**config.mk**
```make
export PLATFORM = sky130hd
export DESIGN_NAME = dbp_port
export DESIGN_NICKNAME = d
export VERILOG_FILES = /design/src/dbp_pkg.sv /design/src/dbp_port.sv
export VERILOG_INCLUDE_DIRS = /design/src
export SDC_FILE = /design/constraint.sdc
export NUM_CORES = 1
export LEC_CHECK = 0
export BUFFER_PORTS_ARGS = -buffer_cell sky130_fd_sc_hd__buf_2
export CORE_UTILIZATION = 45
export DETAILED_ROUTE_END_ITERATION = 8
export GPL_TIMING_DRIVEN = 0
export PLACE_DENSITY = 0.69
export SLEW_MARGIN = 20
export SYNTH_ARGS = -nofsm -noshare
export SYNTH_HDL_FRONTEND = slang
export SYNTH_SLANG_ARGS = --single-unit
```
**constraint.sdc**
```tcl
create_clock -name clk -period 1.78 [get_ports clk]
set_input_delay 0.267 -clock clk [delete_from_list [all_inputs] [get_ports clk]]
set_output_delay 0.267 -clock clk [all_outputs]
set_load 0.01 [all_outputs]
```
**src/dbp_defs.svh**
```systemverilog
/*
 * register offsets, reset values and widths of the dual byte port.
 * assumes a 16-bit register address from the cpu side and 8-bit data.
 */
`ifndef DBP_DEFS_SVH
`define DBP_DEFS_SVH

// ==========================================================
// register offsets (lower 16 bits of the address)
`define DBP_A_DIR_OFS 16'hffc1
`define DBP_A_OUT_OFS 16'hffc3
`define DBP_B_DIR_OFS 16'hffc4
`define DBP_B_OUT_OFS 16'hffc6
`define DBP_A_PUP_OFS 16'hffd8

// ==========================================================
// reset values and read answers
`define DBP_LATCH_RST 8'h00
`define DBP_DIR_RST_EXP 8'hff
`define DBP_WO_READ 8'hff
`define DBP_UNMAPPED_READ 8'h00

// ==========================================================
// widths
`define DBP_AW 16
`define DBP_DW 8

`endif

```
**src/dbp_pkg.sv**
```systemverilog
/*
 * types shared by the dual byte port.
 * assumes dbp_defs.svh is on the include path.
 */
`include "dbp_defs.svh"

package dbp_pkg;

	// ==========================================================
	// operating mode, one-hot coded
	typedef enum logic [6:0] {
		DBP_MODE_1 = 7'h01,
		DBP_MODE_2 = 7'h02,
		DBP_MODE_3 = 7'h04,
		DBP_MODE_4 = 7'h08,
		DBP_MODE_5 = 7'h10,
		DBP_MODE_6 = 7'h20,
		DBP_MODE_7 = 7'h40
	} dbp_mode_e;

	// ==========================================================
	// register port request from the cpu
	typedef struct packed {
		logic [`DBP_AW-1:0] addr;
		logic [`DBP_DW-1:0] wdata;
		logic wr;
		logic rd;
	} dbp_req_s;

	// one byte-wide pin group: level out and active-low enable
	typedef struct packed {
		logic [`DBP_DW-1:0] dout;
		logic [`DBP_DW-1:0] oe_n;
	} dbp_pins_s;

endpackage : dbp_pkg

```
**src/dbp_port.sv**
```systemverilog
/*
 * dual byte port: port a (address high byte / gpio with pull-ups) and
 * port b (external data bus / gpio), with the cpu register port.
 * assumes mode pins are static straps, standby inputs come from the
 * clock/power controller on clk, and the external bus controller drives
 * the data-bus signals for port b in expanded modes.
 */
`timescale 1ns/1ps
`include "dbp_defs.svh"

module dbp_port
	import dbp_pkg::*;
(
	input wire logic clk,
	input wire logic arst_n,
	input wire logic [6:0] mode_sel,
	input wire logic hw_standby,
	input wire logic sw_standby,
	input wire dbp_req_s req,
	output logic [`DBP_DW-1:0] rdata,
	input wire logic [`DBP_DW-1:0] addr_hi,
	input wire logic [`DBP_DW-1:0] bus_dout,
	input wire logic bus_drive,
	output logic [`DBP_DW-1:0] bus_din,
	input wire logic [`DBP_DW-1:0] port_a_in,
	output dbp_pins_s port_a_pins,
	output logic [`DBP_DW-1:0] port_a_pullup,
	input wire logic [`DBP_DW-1:0] port_b_in,
	output dbp_pins_s port_b_pins
);

	// ==========================================================
	// helpers

	// mixes latch and pin per bit by direction
	function automatic logic [`DBP_DW-1:0] dbp_mix(input logic [`DBP_DW-1:0] dir,
		input logic [`DBP_DW-1:0] latch, input logic [`DBP_DW-1:0] pin);
		dbp_mix = (dir & latch) | (~dir & pin);
	endfunction : dbp_mix

	// ==========================================================
	// mode decode, registered once the straps settle after reset
	dbp_mode_e mode_r;
	logic expanded;
	logic rom_off;

	// mode straps are caught by a clocked process, never by the reset itself
	always_ff @(posedge clk or negedge arst_n) begin
		if (!arst_n) begin
			mode_r <= DBP_MODE_7;
		end else begin
			case (mode_sel)
				7'h01: mode_r <= DBP_MODE_1;
				7'h02: mode_r <= DBP_MODE_2;
				7'h04: mode_r <= DBP_MODE_3;
				7'h08: mode_r <= DBP_MODE_4;
				7'h10: mode_r <= DBP_MODE_5;
				7'h20: mode_r <= DBP_MODE_6;
				default: mode_r <= DBP_MODE_7;
			endcase
		end
	end

	assign expanded = (mode_r != DBP_MODE_7);
	assign rom_off = (mode_r == DBP_MODE_1) || (mode_r == DBP_MODE_2) ||
		(mode_r == DBP_MODE_3) || (mode_r == DBP_MODE_4);

	// ==========================================================
	// pin synchronisers, two stages each
	logic [`DBP_DW-1:0] a_meta_r;
	logic [`DBP_DW-1:0] a_sync_r;
	logic [`DBP_DW-1:0] b_meta_r;
	logic [`DBP_DW-1:0] b_sync_r;

	// first stage is read only by the second stage
	always_ff @(posedge clk or negedge arst_n) begin
		if (!arst_n) begin
			a_meta_r <= `DBP_LATCH_RST;
			a_sync_r <= `DBP_LATCH_RST;
			b_meta_r <= `DBP_LATCH_RST;
			b_sync_r <= `DBP_LATCH_RST;
		end else begin
			a_meta_r <= port_a_in;
			a_sync_r <= a_meta_r;
			b_meta_r <= port_b_in;
			b_sync_r <= b_meta_r;
		end
	end

	// ==========================================================
	// register decode
	logic wr_a_dir;
	logic wr_a_out;
	logic wr_a_pup;
	logic wr_b_dir;
	logic wr_b_out;

	always_comb begin
		wr_a_dir = 1'b0;
		wr_a_out = 1'b0;
		wr_a_pup = 1'b0;
		wr_b_dir = 1'b0;
		wr_b_out = 1'b0;
		if (req.wr) begin
			if (req.addr == `DBP_A_DIR_OFS) begin
				wr_a_dir = 1'b1;
			end else if (req.addr == `DBP_A_OUT_OFS) begin
				wr_a_out = 1'b1;
			end else if (req.addr == `DBP_A_PUP_OFS) begin
				wr_a_pup = 1'b1;
			end else if (req.addr == `DBP_B_DIR_OFS) begin
				wr_b_dir = 1'b1;
			end else if (req.addr == `DBP_B_OUT_OFS) begin
				wr_b_out = 1'b1;
			end
		end
	end

	// ==========================================================
	// control registers; hw standby acts as a synchronous clear
	logic [`DBP_DW-1:0] port_a_direction_r;
	logic [`DBP_DW-1:0] port_a_output_latch_r;
	logic [`DBP_DW-1:0] port_a_pullup_enable_r;
	logic [`DBP_DW-1:0] port_b_direction_r;
	logic [`DBP_DW-1:0] port_b_output_latch_r;
	logic [`DBP_DW-1:0] a_dir_eff;

	// port a direction: referenced only through a_dir_eff, for the read mux, the pull-up gating and drive
	always_ff @(posedge clk or negedge arst_n) begin
		if (!arst_n) begin
			port_a_direction_r <= `DBP_LATCH_RST;
		end else if (hw_standby) begin
			port_a_direction_r <= `DBP_LATCH_RST;
		end else if (wr_a_dir) begin
			port_a_direction_r <= req.wdata;
		end
	end

	// modes 1-4 force every port a direction bit to output
	assign a_dir_eff = rom_off ? `DBP_DIR_RST_EXP : port_a_direction_r;

	// port a output latch, held untouched through sw standby
	always_ff @(posedge clk or negedge arst_n) begin
		if (!arst_n) begin
			port_a_output_latch_r <= `DBP_LATCH_RST;
		end else if (hw_standby) begin
			port_a_output_latch_r <= `DBP_LATCH_RST;
		end else if (wr_a_out) begin
			port_a_output_latch_r <= req.wdata;
		end
	end

	// port a pull-up enable
	always_ff @(posedge clk or negedge arst_n) begin
		if (!arst_n) begin
			port_a_pullup_enable_r <= `DBP_LATCH_RST;
		end else if (hw_standby) begin
			port_a_pullup_enable_r <= `DBP_LATCH_RST;
		end else if (wr_a_pup) begin
			port_a_pullup_enable_r <= req.wdata;
		end
	end

	// port b direction, write-only
	always_ff @(posedge clk or negedge arst_n) begin
		if (!arst_n) begin
			port_b_direction_r <= `DBP_LATCH_RST;
		end else if (hw_standby) begin
			port_b_direction_r <= `DBP_LATCH_RST;
		end else if (wr_b_dir) begin
			port_b_direction_r <= req.wdata;
		end
	end

	// port b output latch
	always_ff @(posedge clk or negedge arst_n) begin
		if (!arst_n) begin
			port_b_output_latch_r <= `DBP_LATCH_RST;
		end else if (hw_standby) begin
			port_b_output_latch_r <= `DBP_LATCH_RST;
		end else if (wr_b_out) begin
			port_b_output_latch_r <= req.wdata;
		end
	end

	// ==========================================================
	// read data, one cycle after the read strobe
	logic [`DBP_DW-1:0] rdata_nxt;

	// unmapped addresses answer zero; no wait states ever
	always_comb begin
		rdata_nxt = `DBP_UNMAPPED_READ;
		if (req.rd) begin
			if (req.addr == `DBP_A_DIR_OFS) begin
				rdata_nxt = `DBP_WO_READ;
			end else if (req.addr == `DBP_A_OUT_OFS) begin
				rdata_nxt = dbp_mix(a_dir_eff, port_a_output_latch_r, a_sync_r);
			end else if (req.addr == `DBP_A_PUP_OFS) begin
				rdata_nxt = port_a_pullup_enable_r;
			end else if (req.addr == `DBP_B_DIR_OFS) begin
				rdata_nxt = `DBP_WO_READ;
			end else if (req.addr == `DBP_B_OUT_OFS) begin
				rdata_nxt = dbp_mix(port_b_direction_r, port_b_output_latch_r, b_sync_r);
			end
		end
	end

	always_ff @(posedge clk or negedge arst_n) begin
		if (!arst_n) begin
			rdata <= `DBP_UNMAPPED_READ;
		end else begin
			rdata <= rdata_nxt;
		end
	end

	// ==========================================================
	// port a drive: address byte in expanded modes, latch in mode 7
	logic [`DBP_DW-1:0] a_dout_nxt;
	logic [`DBP_DW-1:0] a_pup_nxt;

	assign a_dout_nxt = expanded ? addr_hi : port_a_output_latch_r;

	// pull-ups only on inputs and never in modes 1-4; hw standby forces off
	assign a_pup_nxt = (rom_off || hw_standby) ? `DBP_LATCH_RST :
		(port_a_pullup_enable_r & ~a_dir_eff);

	always_ff @(posedge clk or negedge arst_n) begin
		if (!arst_n) begin
			port_a_pins.dout <= `DBP_LATCH_RST;
			port_a_pins.oe_n <= `DBP_DIR_RST_EXP;
			port_a_pullup <= `DBP_LATCH_RST;
		end else begin
			port_a_pins.dout <= a_dout_nxt;
			port_a_pins.oe_n <= hw_standby ? `DBP_DIR_RST_EXP : ~a_dir_eff;
			port_a_pullup <= a_pup_nxt;
		end
	end

	// ==========================================================
	// port b drive: external data bus in modes 1-6, gpio in mode 7
	// sw standby leaves latch and direction alone, so outputs keep driving
	always_ff @(posedge clk or negedge arst_n) begin
		if (!arst_n) begin
			port_b_pins.dout <= `DBP_LATCH_RST;
			port_b_pins.oe_n <= `DBP_DIR_RST_EXP;
			bus_din <= `DBP_LATCH_RST;
		end else begin
			bus_din <= b_sync_r;
			if (hw_standby) begin
				port_b_pins.dout <= `DBP_LATCH_RST;
				port_b_pins.oe_n <= `DBP_DIR_RST_EXP;
			end else if (expanded) begin
				port_b_pins.dout <= bus_dout;
				port_b_pins.oe_n <= {`DBP_DW{~bus_drive}};
			end else begin
				port_b_pins.dout <= port_b_output_latch_r;
				port_b_pins.oe_n <= ~port_b_direction_r;
			end
		end
	end

endmodule : dbp_port

```
==> impl_results.rst <==
.. list-table::
   :header-rows: 1

   * - Metric
     - Value
   * - Layout Utilization
     - 62.0%
   * - Top Ports
     - 126
   * - Overall die area
     - 12000 µm²
   * - Number of buffers between clock root and the deepest sink
     - 2
   * - Number of antenna cells inserted
     - 0
   * - Kind of path behind the tightest hold check
     - in2reg
   * - Top post-synthesis cells by count
     - 118 x sky130_fd_sc_hd__dfrtp_1, 56 x sky130_fd_sc_hd__mux2i_1, 54 x sky130_fd_sc_hd__nand2_1, 50 x sky130_fd_sc_hd__nor2_1, 24 x sky130_fd_sc_hd__a21oi_1
   * - Count of synthesis-stage warnings from yosys
     - 0
   * - Fin Clk Skew
     - 0.00789 ns
   * - Via-to-Cell Ratio
     - 5.20
   * - Slew at the pin with the worst max-slew slack
     - 0.785 ns
   * - Area of combinational cells with multiple inputs
     - 1760 µm²
   * - Number of enable-type register cells in the synthesized netlist
     - 0
   * - Highest ir drop seen on vdd
     - 0.755 mV
   * - Fmax
     - 565 MHz
   * - Wire length of the first global-routing pass
     - 18.8 mm
   * - P per Cell Area
     - 964 nW/µm²
   * - Via count
     - 3825
   * - Final period util
     - 99.4%
   * - Clock Latency Late Sink
     - 0.41 ns
   * - Primary FF master, synth
     - sky130_fd_sc_hd__dfrtp_1
   * - Placement Cell Area
     - 6040 µm²
   * - Half-perimeter wire length of the detailed placement result
     - 8.45 mm
   * - Routed WL
     - 12.5 mm
   * - Clock tree from TritonCTS
     - done
   * - Area contributors post-synth
     - sky130_fd_sc_hd__dfrtp_1 57%, sky130_fd_sc_hd__mux2i_1 11%, sky130_fd_sc_hd__dfstp_2 8.6%
   * - # rows
     - 38
   * - Reported leakage power
     - 0.00323 µW
   * - Syn_nets
     - 487
   * - Synth top area share
     - 56.7%
   * - Regs by FF count
     - port_a_pins (16), port_b_pins (16)
   * - RD Place Congestion
     - 0.836
   * - Initial antenna violation count
     - 0
   * - Min Tclk post-route
     - 1.77 ns
   * - Post-layout worst setup margin
     - 0.0115 ns
   * - Cell area after synthesis
     - 5210 µm²
   * - Initial detailed-routing violation count
     - 361
   * - Routed Antenna Nets
     - 0
   * - Design area
     - 6870 µm²
   * - Critical path arrival
     - 2.03 ns
   * - Launch point of the worst path
     - mode_r[3]$_DFF_PN0_
   * - Core area
     - 11100 µm²
   * - Initial standard-cell utilization of the core
     - 47.0%
   * - Async S/R FF share, synth
     - 100%
   * - Root Buffer
     - sky130_fd_sc_hd__clkbuf_16
   * - Fraction of layout cells with a size suffix above 1
     - 35.6%
   * - Number of endpoints failing setup at the final stage
     - 0
   * - Critical-path cell with the highest stage delay
     - sky130_fd_sc_hd__dfrtp_1
   * - Layout net count
     - 652
   * - Pre-CTS worst setup slack
     - -0.441 ns
   * - Cells along the critical path
     - xor2_1 > a211o_4 > a21oi_1 > mux2i_1 > o221ai_1
   * - Number of sinks handled by clock tree synthesis
     - 135
   * - Register bit count reported by yosys
     - 135
   * - IO Port Bufs
     - 122
   * - Final slew viol count
     - 0
   * - Overall fraction of global-route tracks in use
     - 21.9%
   * - Area growth syn-to-layout
     - 31.9%
   * - Per-instance average area after synthesis
     - 12.5 µm²
   * - Total area of sequential cells
     - 3400 µm²
   * - Fill cell count
     - 875
   * - Crit-path max FO
     - 9
   * - Clock slew at the register clock pins of the worst setup and hold paths
     - 0.05 ns
   * - First drt pass iteration count
     - 7
   * - Crit path largest cell delay
     - 0.41 ns
   * - H-tree level count
     - 4
   * - Via count of the first global-routing pass
     - 3678
   * - Largest net degree at the start of global routing
     - 89
   * - Average detailed-routed wire length per instance
     - 17.0 µm
   * - Remaining global-route overflow
     - 0
   * - Category of the most critical setup path
     - reg2reg
   * - Crit start category
     - register
   * - Startpoint of the worst-slack reg-to-reg timing path
     - mode_r[3]$_DFF_PN0_
   * - RSZ-0062 raised after global routing
     - true
   * - Overall die height
     - 110 µm
   * - Outcome
     - finished clean
   * - Hold path start
     - addr_hi[4]
   * - Floorplan die width
     - 110 µm
   * - Data required time of the worst path
     - 2.04 ns
   * - Most common cell in the netlist
     - sky130_fd_sc_hd__dfrtp_1
   * - DRC errors left
     - 0
   * - Kind of end point of the critical path
     - register
   * - Number of failing hold endpoints at the final stage
     - 0
   * - Total CTS buffers
     - 17
   * - Unique cell type count in the Yosys netlist
     - 36
   * - Number of cells produced by synthesis
     - 417
   * - MaxCap Viol Count
     - 0
   * - Slew HR
     - 47.4%
   * - Post-synthesis sequential area ratio
     - 65.3%
   * - Leading area contributor after synthesis
     - sky130_fd_sc_hd__dfrtp_1
==> per-layer routing <==
layer	track usage (%)	up-vias	part of all wire, %
met1	27.0	1880	42
met3	5.63	20	7.0
li1	-	1775	-
met5	0	-	0
met2	36.3	150	50
met4	9.81	0	1.7
==> repair_timing <==
action                     in CTS  in global routing
buffers inserted                0                  8
hold endpoints to repair       52                  0
hold buffers                   17                  0
pin swaps                       2                  6
gates resized for setup         6                  4
setup endpoints to repair      45                 49
==> cells in the final DEF (no fill, tap or decap), types with 3 or more instances in the layout <==
master	instances
sky130_fd_sc_hd__nand3_1	3
sky130_fd_sc_hd__a21oi_1	22
sky130_fd_sc_hd__clkbuf_1	12
sky130_fd_sc_hd__clkbuf_8	3
sky130_fd_sc_hd__dlygate4sd3_1	17
sky130_fd_sc_hd__clkinv_2	7
sky130_fd_sc_hd__buf_4	5
sky130_fd_sc_hd__dfrtp_1	118
sky130_fd_sc_hd__or2_2	16
sky130_fd_sc_hd__buf_12	4
sky130_fd_sc_hd__mux2i_1	56
sky130_fd_sc_hd__nor3b_1	8
sky130_fd_sc_hd__nor4_4	3
sky130_fd_sc_hd__clkbuf_16	17
sky130_fd_sc_hd__a21o_1	8
sky130_fd_sc_hd__nand2_1	54
sky130_fd_sc_hd__o221ai_1	7
sky130_fd_sc_hd__nor4b_1	4
sky130_fd_sc_hd__dfstp_2	17
sky130_fd_sc_hd__nor4bb_1	3
sky130_fd_sc_hd__nor2_1	50
sky130_fd_sc_hd__buf_2	122
==> power breakdown <==
part | total, µW | switching (µW) | internal (µW)
registers | 3160 | 22.1 | 3140
clock network | 3080 | 1210 | 1870
logic | 384 | 236 | 149
total | 6620 | 1460 | 5160
==> worst paths after layout <==
check	end	slack (ns)	cells past startpoint
worst max-delay path	rdata[5]$_DFF_PN0_	0.01	5
worst min-delay path	port_a_pins[12]$_DFF_PN0_	0.05	3
worst max register to register	rdata[5]$_DFF_PN0_	0.01	5
worst min register to register	a_sync_r[2]$_DFF_PN0_	0.34	0
max in group asynchronous	mode_r[6]$_DFF_PN1_	0.70	3
min in group asynchronous	rdata[4]$_DFF_PN0_	0.35	2
==> final cells by class <==
class,instances,share of cell area [%]
Sequential cell,135,49.5
Multi-Input combinational cell,265,25.7
Timing Repair Buffer,148,13.5
Clock buffer,23,6.96
Tap cell,140,2.55
Buffer,15,1.09
Clock inverter,9,0.747
==> per-stage QoR <==
step	TNS, ns	hold WS, ns	cells	total power, µW
after floorplan	-1.27	-0.0286	417	3320
after global placement	-171.88	0.332	679	3540
after detailed placement	-19.62	0.185	680	3560
after CTS	0	0.0454	728	6680
after global routing	-0.231	0.0602	735	6860
final	0	0.0548	735	6620
==> cell families (layout without fill, tap and decap cells) <==
family                    after synthesis  in the layout  share of synthesized area [%]
xor gates and xnor gates                2              2                          0.336
and+or+nand+nor                       160            160                           16.6
buffers and inverters                  17            195                           1.42
muxes                                  56             56                           10.8
DFF                                   135            135                           65.3
AOI/OAI and AO/OA                      47             47                           5.67
==> critical path, delay by kind of cell, from the launching register on <==
kind	cells	cell delay [ns]
flip-flops	1	0.41
XOR/XNOR	1	0.19
multiplexers	1	0.22
AO/OA/AOI/OAI	3	0.80
Power figures use the tool's default switching activity.
